File: config.mk
export PLATFORM = sky130hd
export DESIGN_NAME = imz_modulator
export DESIGN_NICKNAME = d
export VERILOG_FILES = /design/src/hdl/imz_pkg.sv /design/src/hdl/imz_carrier.sv /design/src/hdl/imz_modulator.sv
export SDC_FILE = /design/constraint.sdc
export NUM_CORES = 2
export LEC_CHECK = 0
export BUFFER_PORTS_ARGS = -buffer_cell sky130_fd_sc_hd__buf_4
export CAP_MARGIN = 20
export CORE_ASPECT_RATIO = 1.1
export CORE_MARGIN = 1.5
export CORE_UTILIZATION = 42
export CTS_CLUSTER_SIZE = 8
export DETAILED_ROUTE_END_ITERATION = 8
export GPL_TIMING_DRIVEN = 0
export PLACE_DENSITY_LB_ADDON = 0.12
export SLEW_MARGIN = 40
export SYNTH_ARGS = -nofsm -noshare
export SYNTH_HDL_FRONTEND = slang
export SYNTH_SLANG_ARGS = --single-unit
File: constraint.sdc
create_clock -name core_clk_in -period 31.2 [get_ports core_clk_in]
set_input_delay 1.56 -clock core_clk_in [delete_from_list [all_inputs] [get_ports core_clk_in]]
set_output_delay 1.56 -clock core_clk_in [all_outputs]
set_load 0.02 [all_outputs]
File: src/hdl/imz_pkg.sv
// Shared constants and types of the modulator and midscale-insertion back end.
// Assumes one DAC-rate clock for the stream and the APB register port.
package imz_pkg;

	// ****************************************
	// Register map
	// ****************************************
	localparam int          ADDR_W       = 12;
	localparam logic [11:0] CTRL_INDEX   = 12'h001;
	localparam logic [11:0] STATUS_INDEX = 12'h002;
	localparam logic [11:0] CTRL_ADDR    = {CTRL_INDEX[9:0], 2'b00};
	localparam logic [11:0] STATUS_ADDR  = {STATUS_INDEX[9:0], 2'b00};
	localparam logic [7:0]  CTRL_RESET   = 8'h00;

	// ****************************************
	// Control fields
	// ****************************************
	localparam int RATE_LSB  = 6;
	localparam int MOD_LSB   = 4;
	localparam int STUFF_BIT = 3;
	localparam int CPLX_BIT  = 2;
	localparam int PLUS_BIT  = 1;

	localparam logic [1:0] RATE_1X = 2'b00;
	localparam logic [1:0] RATE_2X = 2'b01;
	localparam logic [1:0] RATE_4X = 2'b10;
	localparam logic [1:0] RATE_8X = 2'b11;

	localparam logic [1:0] MOD_OFF     = 2'b00;
	localparam logic [1:0] MOD_HALF    = 2'b01;
	localparam logic [1:0] MOD_QUARTER = 2'b10;
	localparam logic [1:0] MOD_EIGHTH  = 2'b11;

	// ****************************************
	// Status fields
	// ****************************************
	localparam int STAT_PHASE_LSB = 0;
	localparam int STAT_SLOT_BIT  = 3;
	localparam int STAT_CPLX_BIT  = 4;
	localparam int STAT_RATE_LSB  = 8;

	// ****************************************
	// Arithmetic
	// ****************************************
	localparam int                 COEF_W    = 18;
	localparam int                 COEF_FRAC = 16;
	localparam logic signed [17:0] COEF_ZERO = 18'sh0_0000;
	localparam logic signed [17:0] COEF_ONE  = 18'sh1_0000;
	localparam logic signed [17:0] COEF_P707 = 18'sh0_B4FE;
	localparam logic [15:0]        MIDSCALE  = 16'h8000;
	localparam logic [2:0]         PHASE_RESET = 3'h0;

	typedef struct packed {
		logic signed [17:0] sin_c;
		logic signed [17:0] cos_c;
	} imz_carrier_type;

	typedef struct packed {
		logic [15:0] i;
		logic [15:0] q;
	} imz_iq_type;

endpackage

File: src/hdl/imz_carrier.sv
// Carrier coefficient table: sine and quadrature cosine terms for one phase step.
// Assumes the phase index counts accepted input samples modulo eight.
`timescale 1ns/1ps
module imz_carrier (
	input  wire logic [1:0]               mod_sel_in,
	input  wire logic [2:0]               phase_in,
	output imz_pkg::imz_carrier_type      carrier_out
);

	// ****************************************
	// Lookup
	// ****************************************
	function automatic logic signed [17:0] coef_at(input logic [1:0] sel, input logic [2:0] idx);
		logic signed [17:0] c;
		c = imz_pkg::COEF_ONE;
		case (sel)
			imz_pkg::MOD_HALF: begin
				c = idx[0] ? -imz_pkg::COEF_ONE : imz_pkg::COEF_ONE;
			end
			imz_pkg::MOD_QUARTER: begin
				case (idx[1:0])
					2'h1:    c = imz_pkg::COEF_ONE;
					2'h3:    c = -imz_pkg::COEF_ONE;
					default: c = imz_pkg::COEF_ZERO;
				endcase
			end
			imz_pkg::MOD_EIGHTH: begin
				// Last step kept positive exactly as specified
				case (idx)
					3'h1:    c = imz_pkg::COEF_P707;
					3'h2:    c = imz_pkg::COEF_ONE;
					3'h3:    c = imz_pkg::COEF_P707;
					3'h5:    c = -imz_pkg::COEF_P707;
					3'h6:    c = -imz_pkg::COEF_ONE;
					3'h7:    c = imz_pkg::COEF_P707;
					default: c = imz_pkg::COEF_ZERO;
				endcase
			end
			default: c = imz_pkg::COEF_ONE;
		endcase
		return c;
	endfunction

	logic [2:0] cos_idx;

	// Quarter-period lead gives the cosine term in the quarter and eighth modes; other modes use no lead
	always_comb begin
		case (mod_sel_in)
			imz_pkg::MOD_EIGHTH:  cos_idx = phase_in + 3'h2;
			imz_pkg::MOD_QUARTER: cos_idx = phase_in + 3'h1;
			default:              cos_idx = phase_in;
		endcase
	end

	assign carrier_out.sin_c = coef_at(mod_sel_in, phase_in);
	assign carrier_out.cos_c = coef_at(mod_sel_in, cos_idx);

endmodule

File: src/hdl/imz_modulator.sv
// Digital modulator and midscale insertion ahead of the DAC core, with APB control.
// Assumes filter chain, APB master and DAC core all run on core_clk_in.
`timescale 1ns/1ps
module imz_modulator (
	input  wire logic                       core_clk_in,
	input  wire logic                       resetn_in,
	input  wire logic [imz_pkg::ADDR_W-1:0] paddr_in,
	input  wire logic                       psel_in,
	input  wire logic                       penable_in,
	input  wire logic                       pwrite_in,
	input  wire logic [31:0]                pwdata_in,
	input  wire logic [3:0]                 pstrb_in,
	output logic      [31:0]                prdata_out,
	output logic                            pready_out,
	output logic                            pslverr_out,
	input  wire logic                       in_valid_in,
	input  imz_pkg::imz_iq_type             in_data_in,
	output logic                            in_ready_out,
	output logic                            out_valid_out,
	output imz_pkg::imz_iq_type             out_data_out,
	output logic      [3:0]                 interp_factor_out,
	output logic                            rate_double_out
);

	// ****************************************
	// Declarations
	// ****************************************
	typedef enum logic [1:0] {
		SLOT_SAMPLE = 2'b01,
		SLOT_MID    = 2'b10
	} imz_slot_type;

	imz_slot_type              slot;
	imz_slot_type              next_slot;
	logic [7:0]                ctrl;
	logic [2:0]                phase;
	logic                      ctrl_wr;
	logic                      cfg_change;
	logic                      take;
	logic [1:0]                mod_sel;
	logic                      stuff_en;
	logic                      cplx_act;
	imz_pkg::imz_carrier_type  carrier;
	logic [15:0]               lane_raw  [2];
	logic signed [34:0]        lane_ext  [2];
	logic signed [34:0]        prod_sin  [2];
	logic signed [34:0]        prod_cos  [2];
	logic signed [34:0]        lane_sum  [2];
	logic [15:0]               lane_code [2];
	logic [31:0]               next_prdata;
	logic signed [34:0]        sin_ext;
	logic signed [34:0]        cos_ext;
	logic signed [34:0]        sum_i;
	logic signed [34:0]        sum_q;
	imz_pkg::imz_iq_type       next_out;

	// ****************************************
	// Helpers
	// ****************************************
	function automatic logic addr_mapped(input logic [imz_pkg::ADDR_W-1:0] a);
		return (a == imz_pkg::CTRL_ADDR) || (a == imz_pkg::STATUS_ADDR);
	endfunction

	function automatic logic addr_is_ctrl(input logic [imz_pkg::ADDR_W-1:0] a);
		return a == imz_pkg::CTRL_ADDR;
	endfunction

	function automatic logic in_mid_slot(input imz_slot_type s);
		return s == SLOT_MID;
	endfunction

	// Status word lets software watch the carrier phase and the live mode
	function automatic logic [31:0] status_word(input logic [2:0] ph,
	                                             input logic       mid,
	                                             input logic       cplx,
	                                             input logic [3:0] factor);
		logic [31:0] w;
		w = 32'h0000_0000;
		w[imz_pkg::STAT_PHASE_LSB +: 3] = ph;
		w[imz_pkg::STAT_SLOT_BIT]       = mid;
		w[imz_pkg::STAT_CPLX_BIT]       = cplx;
		w[imz_pkg::STAT_RATE_LSB +: 4]  = factor;
		return w;
	endfunction

	// Rescale, saturate and convert to offset binary for the DAC core
	function automatic logic [15:0] to_dac(input logic signed [34:0] v);
		logic signed [18:0] t;
		logic [15:0]        s;
		t = v[34:16];
		if (t > 19'sh0_7FFF) begin
			s = 16'h7FFF;
		end else if (t < -19'sh0_8000) begin
			s = 16'h8000;
		end else begin
			s = t[15:0];
		end
		return {~s[15], s[14:0]};
	endfunction

	function automatic logic [3:0] rate_factor(input logic [1:0] r);
		logic [3:0] f;
		case (r)
			imz_pkg::RATE_2X: f = 4'h2;
			imz_pkg::RATE_4X: f = 4'h4;
			imz_pkg::RATE_8X: f = 4'h8;
			default:          f = 4'h1;
		endcase
		return f;
	endfunction

	// ****************************************
	// APB slave
	// ****************************************
	// Zero wait states: read data is captured in the setup cycle
	assign pready_out  = 1'b1;
	assign pslverr_out = psel_in & penable_in & ~addr_mapped(paddr_in);
	assign ctrl_wr     = psel_in & penable_in & pwrite_in & pstrb_in[0]
	                     & addr_is_ctrl(paddr_in);
	assign cfg_change  = ctrl_wr
	                     & (pwdata_in[7:imz_pkg::PLUS_BIT] != ctrl[7:imz_pkg::PLUS_BIT]);

	always_ff @(posedge core_clk_in or negedge resetn_in) begin
		if (!resetn_in) begin
			ctrl <= imz_pkg::CTRL_RESET;
		end else if (ctrl_wr) begin
			ctrl <= pwdata_in[7:0];
		end
	end

	// ****************************************
	// Read path
	// ****************************************
	always_comb begin
		if (addr_is_ctrl(paddr_in)) begin
			next_prdata = {24'h00_0000, ctrl};
		end else if (paddr_in == imz_pkg::STATUS_ADDR) begin
			next_prdata = status_word(phase, in_mid_slot(slot), cplx_act, interp_factor_out);
		end else begin
			next_prdata = 32'h0000_0000;
		end
	end

	always_ff @(posedge core_clk_in or negedge resetn_in) begin
		if (!resetn_in) begin
			prdata_out <= 32'h0000_0000;
		end else if (psel_in && !penable_in) begin
			prdata_out <= next_prdata;
		end
	end

	// ****************************************
	// Mode decode
	// ****************************************
	assign mod_sel  = ctrl[imz_pkg::MOD_LSB +: 2];
	assign stuff_en = ctrl[imz_pkg::STUFF_BIT];
	// No quadrature pair exists at half rate, so real mixing is kept there
	assign cplx_act = ctrl[imz_pkg::CPLX_BIT]
	                  & ((mod_sel == imz_pkg::MOD_QUARTER)
	                  | (mod_sel == imz_pkg::MOD_EIGHTH));

	always_ff @(posedge core_clk_in or negedge resetn_in) begin
		if (!resetn_in) begin
			interp_factor_out <= 4'h1;
		end else begin
			interp_factor_out <= rate_factor(ctrl[imz_pkg::RATE_LSB +: 2]);
		end
	end

	// Registered so the rate change reaches the core on a clean boundary
	always_ff @(posedge core_clk_in or negedge resetn_in) begin
		if (!resetn_in) begin
			rate_double_out <= 1'b0;
		end else begin
			rate_double_out <= stuff_en;
		end
	end

	// ****************************************
	// Carrier phase
	// ****************************************
	assign take = in_valid_in & in_ready_out;

	always_ff @(posedge core_clk_in or negedge resetn_in) begin
		if (!resetn_in) begin
			phase <= imz_pkg::PHASE_RESET;
		end else if (cfg_change) begin
			phase <= imz_pkg::PHASE_RESET;
		end else if (take) begin
			phase <= phase + 3'h1;
		end
	end

	imz_carrier u_carrier (
		.mod_sel_in  (mod_sel),
		.phase_in    (phase),
		.carrier_out (carrier)
	);

	// ****************************************
	// Modulator arithmetic
	// ****************************************
	assign lane_raw[0] = in_data_in.i;
	assign lane_raw[1] = in_data_in.q;
	assign cos_ext     = {{17{carrier.cos_c[17]}}, carrier.cos_c};

	// Sign of the sine term picks the positive or negative exponential
	always_comb begin
		sin_ext = {{17{carrier.sin_c[17]}}, carrier.sin_c};
		if (cplx_act && !ctrl[imz_pkg::PLUS_BIT]) begin
			sin_ext = -sin_ext;
		end
	end

	// Four shared products serve both the real and the complex mixer
	for (genvar g = 0; g < 2; g++) begin : g_mix
		assign lane_ext[g] = {{19{lane_raw[g][15]}}, lane_raw[g]};
		assign prod_sin[g] = lane_ext[g] * sin_ext;
		assign prod_cos[g] = lane_ext[g] * cos_ext;
	end

	always_comb begin
		if (cplx_act) begin
			sum_i = prod_cos[0] - prod_sin[1];
			sum_q = prod_sin[0] + prod_cos[1];
		end else begin
			sum_i = prod_sin[0];
			sum_q = prod_sin[1];
		end
	end

	// ****************************************
	// Output coding
	// ****************************************
	assign lane_sum[0] = sum_i;
	assign lane_sum[1] = sum_q;

	// Each lane saturates on its own, so one overrange never disturbs the other
	for (genvar g = 0; g < 2; g++) begin : g_code
		assign lane_code[g] = to_dac(lane_sum[g]);
	end

	assign next_out.i = lane_code[0];
	assign next_out.q = lane_code[1];

	// ****************************************
	// Midscale insertion
	// ****************************************
	// No buffering: the filter chain is stalled in every midscale slot
	assign in_ready_out = (slot == SLOT_SAMPLE);

	always_comb begin
		case (slot)
			SLOT_SAMPLE: next_slot = (take && stuff_en) ? SLOT_MID : SLOT_SAMPLE;
			SLOT_MID:    next_slot = SLOT_SAMPLE;
			default:     next_slot = SLOT_SAMPLE;
		endcase
	end

	always_ff @(posedge core_clk_in or negedge resetn_in) begin
		if (!resetn_in) begin
			slot <= SLOT_SAMPLE;
		end else begin
			slot <= next_slot;
		end
	end

	// ****************************************
	// Output register
	// ****************************************
	always_ff @(posedge core_clk_in or negedge resetn_in) begin
		if (!resetn_in) begin
			out_valid_out <= 1'b0;
			out_data_out  <= {imz_pkg::MIDSCALE, imz_pkg::MIDSCALE};
		end else if (in_mid_slot(slot)) begin
			out_valid_out <= 1'b1;
			out_data_out  <= {imz_pkg::MIDSCALE, imz_pkg::MIDSCALE};
		end else if (take) begin
			out_valid_out <= 1'b1;
			out_data_out  <= next_out;
		end else begin
			out_valid_out <= 1'b0;
		end
	end

endmodule

==> flow_metrics.py <==
metrics = {
    "floorplan": {
        "dieArea_um2": 112600,
        "ioPinCount": 159,
        "fp.dieW_um": 320.1,
        "rows": 127,
        "core-area_um2": 109300,
        "floorplan.initialDensity": 0.4249,
        "fp.dieH_um": 351.8,
    },
    "pwr": {
        "power_density_nw_per_um2": 22.78,
        "power.leakage_nw": 25.23,
        "switchingPower_mw": 0.6339,
        "clkPwrFrac": 0.083,
        "seqPwrFrac": 0.089,
        "p_comb_frac": 0.827,
        "p_sw_frac": 0.5589,
        "p_int_mw": 0.5002,
        "ir_drop_mv": 0.03455,
    },
    "global_routing": {
        "grt_pass1_wl_um": 227100,
        "grt_overflow": 0,
        "antenna_found_initial": 12,
        "grt_max_degree": 64,
        "grt_pass1_vias": 35530,
        "grt.total_usage": 0.2804,
    },
    "timing": {
        "tightest_slew_ns": 0.9470,
        "hold_slack_ns": 0.4826,
        "layout_setup_ws_ns": 14.21,
        "fmax_ghz": 0.05887,
        "hold_viol_final": 0,
        "fin_crit_ns": 16.99,
        "finalSetupViolCount": 0,
        "final_max_slew_viol_count": 0,
        "fin_crit_sh": 0.5444,
        "setup-tns-final_ns": 0,
        "slew_headroom": 0.3687,
        "rsz0062_at_grt": "false",
        "finalClockSkew_ns": 0.009111,
    },
    "finish": {
        "area_growth_pct": 7.164,
        "nFillCells": 10910,
        "final_nets": 6741,
        "layout-drive-gt1-share": 0.05918,
    },
    "yosys": {
        "synth_area_um2": 46460,
        "seq_area_frac_synth": 0.03404,
        "yosysTopAreaCell": "fa_1",
        "ys_warn_count": 0,
        "synthArstFlopShare": 1.000,
        "synth_area_leaders": "fa_1, inv_1, ha_1",
        "synth.most_common_cell": "inv_1",
        "synth_common_cells": "inv_1, fa_1, nand2_1",
        "netlist-cell-type-count": 90,
        "synth_cells": 4910,
        "synth_flop_cell": "dfrtp_1",
        "yosysTopAreaCellShare": 0.5305,
        "synth.avg_cell_area_um2": 9.462,
        "synth.ff_latch_count": 63,
        "synth_edf_count": 0,
    },
    "placement": {
        "place.gp.congestion": 0.9519,
        "portBuffers": 97,
        "place_ws_ns": 14.35,
        "dp_hpwl_um": 131000,
    },
    "cts": {
        "clk_pin_slew_ns": 0.05,
        "post_cts_buffers": 0,
        "clockBufferDepth": 2,
        "cts_made_buffers": 9,
        "root_buffer": "clkbuf_16",
        "cts_resized": 0,
        "htreeDepth": 3,
        "ctsHoldBuffers": 0,
        "clock-sinks": 63,
        "insertion_delay_ns": 0.36,
        "cts_tree": "yes",
    },
    "critical_path": {
        "crit_arrival_ns": 17.20,
        "crit_start": "phase[2]",
        "crit_path_max_incr_delay_ns": 0.71,
        "critPathRequiredTime_ns": 31.42,
        "startpoint_type": "register",
        "path_common_cell": "fa_1",
        "end_kind": "register",
        "critPathKind": "reg2reg",
        "crit_slowest_cell": "clkbuf_1",
        "crit_path_max_fanout": 10,
        "r2r-start": "phase[2]",
    },
    "worst_hold_path": {
        "hp-class": "reg2reg",
        "min-delay-start": "prdata_out[8]",
    },
    "routing": {
        "dr.pass1.iters": 5,
        "initialDrtViolationCount": 2101,
        "wire_per_inst_um": 23.08,
        "vias": 32770,
        "wl_um": 149600,
        "drt-vias-per-instance": 5.055,
        "drcViolationCount": 0,
        "drtAntennaViolNets": 0,
    },
    "status": {
        "status": "finished, final reports clean",
    },
    "job": {
        "maxCapViolations": 0,
    },
}
==> routing by layer <==
metal / wire, µm / GRT usage
met1: 62870 / 0.3790
met2: 70730 / 0.4651
met3: 10920 / 0.04944
met5: 27 / 0
met4: 5032 / 0.07622
==> logic make-up after synthesis <==
group,after synthesis,share of synthesized area
other,2,0.0001617
adders and majority gates,1608,0.6320
DFF,63,0.03404
muxes,15,0.003474
AOI/OAI and AO/OA,407,0.05990
xor gates and xnor gates,178,0.03480
and+or+nand+nor,989,0.09995
buffers and inverters,1648,0.1357
==> critical path: cells and delay by family, from the launching register on <==
family,cells,cell delay (ns)
AND/OR/NAND/NOR,11,3.31
AO/OA/AOI/OAI,8,2.93
flip-flops,1,0.40
buffers and inverters,10,2.19
XOR/XNOR,1,0.53
adder cells (fa/ha/maj),17,7.45
==> power groups by stage <==
stage               sequential, mW  combinational, mW  clock [mW]
detailed placement           0.103              0.927           0
global route                 0.103               1.05       0.100
CTS                          0.102              0.931      0.0977
floorplan                    0.113              0.636           0
global placement             0.102              0.910           0
finish                       0.101              0.938      0.0944
==> registers in the layout, summed over array words and instances (netlist names) <==
register and flops:
out_data_out 32, prdata_out 12, ctrl 8, interp_factor_out 4, phase 3, slot 2, out_valid_out 1, rate_double_out 1
==> final cells by class <==
type	instances	area, µm²	share of cell area
sequential	63	1582	0.03177
multi-input combinational	3218	38870	0.7808
inverter	1469	5515	0.1108
clock buffer	12	246.5	0.004951
tap	1419	1775	0.03566
clock inverter	4	22.52	0.0004524
antenna	11	27.53	0.0005529
buffer	179	855.8	0.01719
timing repair buffer	107	889.6	0.01787
==> final timing paths <==
path / endpoint / slack [ns] / cells past startpoint
setup / recovery: out_data_out[27] / 14.21 / 47
hold / removal: prdata_out[8] / 0.48 / 2
setup reg to reg: out_data_out[27] / 14.21 / 47
hold reg to reg: prdata_out[8] / 0.48 / 2
max in group asynchronous: out_data_out[24] / 29.58 / 1
min in group asynchronous: prdata_out[6] / 1.18 / 1
==> metrics by stage <==
stage | utilization | instances | instance area [µm²] | power (mW)
floorplan | - | 4929 | 46530 | 0.7484
global placement | 0.4485 | 6445 | 49030 | 1.013
detailed placement | 0.4523 | 6454 | 49450 | 1.029
CTS | 0.4548 | 6470 | 49720 | 1.130
global route | 0.4551 | 6471 | 49760 | 1.252
finish | 0.4554 | 6482 | 49790 | 1.134
==> cell usage in the layout, fill, tap and decap left out, types with 6 or more instances in the layout <==
cell and n:
ha_1 377, nand2_1 491, nor3b_1 6, and3_1 12, nand2b_1 22, clkbuf_16 9
and2_1 222, buf_2 7, o21bai_1 9, inv_1 1466, mux2i_1 6, a211oi_1 13
dfrtp_1 59, mux2_2 9, clkbuf_2 53, xnor2_1 116, nor3_1 17, diode_2 11
o21ai_1 8, o211ai_2 11, buf_1 6, a21oi_1 115, conb_1 21, a31oi_1 16
xnor2_2 11, nor2b_1 18, buf_4 124, a22oi_1 8, a21o_1 53, nor2_1 115
or2_2 8, o21ai_0 61, clkbuf_1 89, nand4_1 14, xor2_1 47, nor2_2 13
nand3_1 24, o211ai_1 31, o21a_1 13, fa_1 1231
Power figures use the tool's default switching activity.
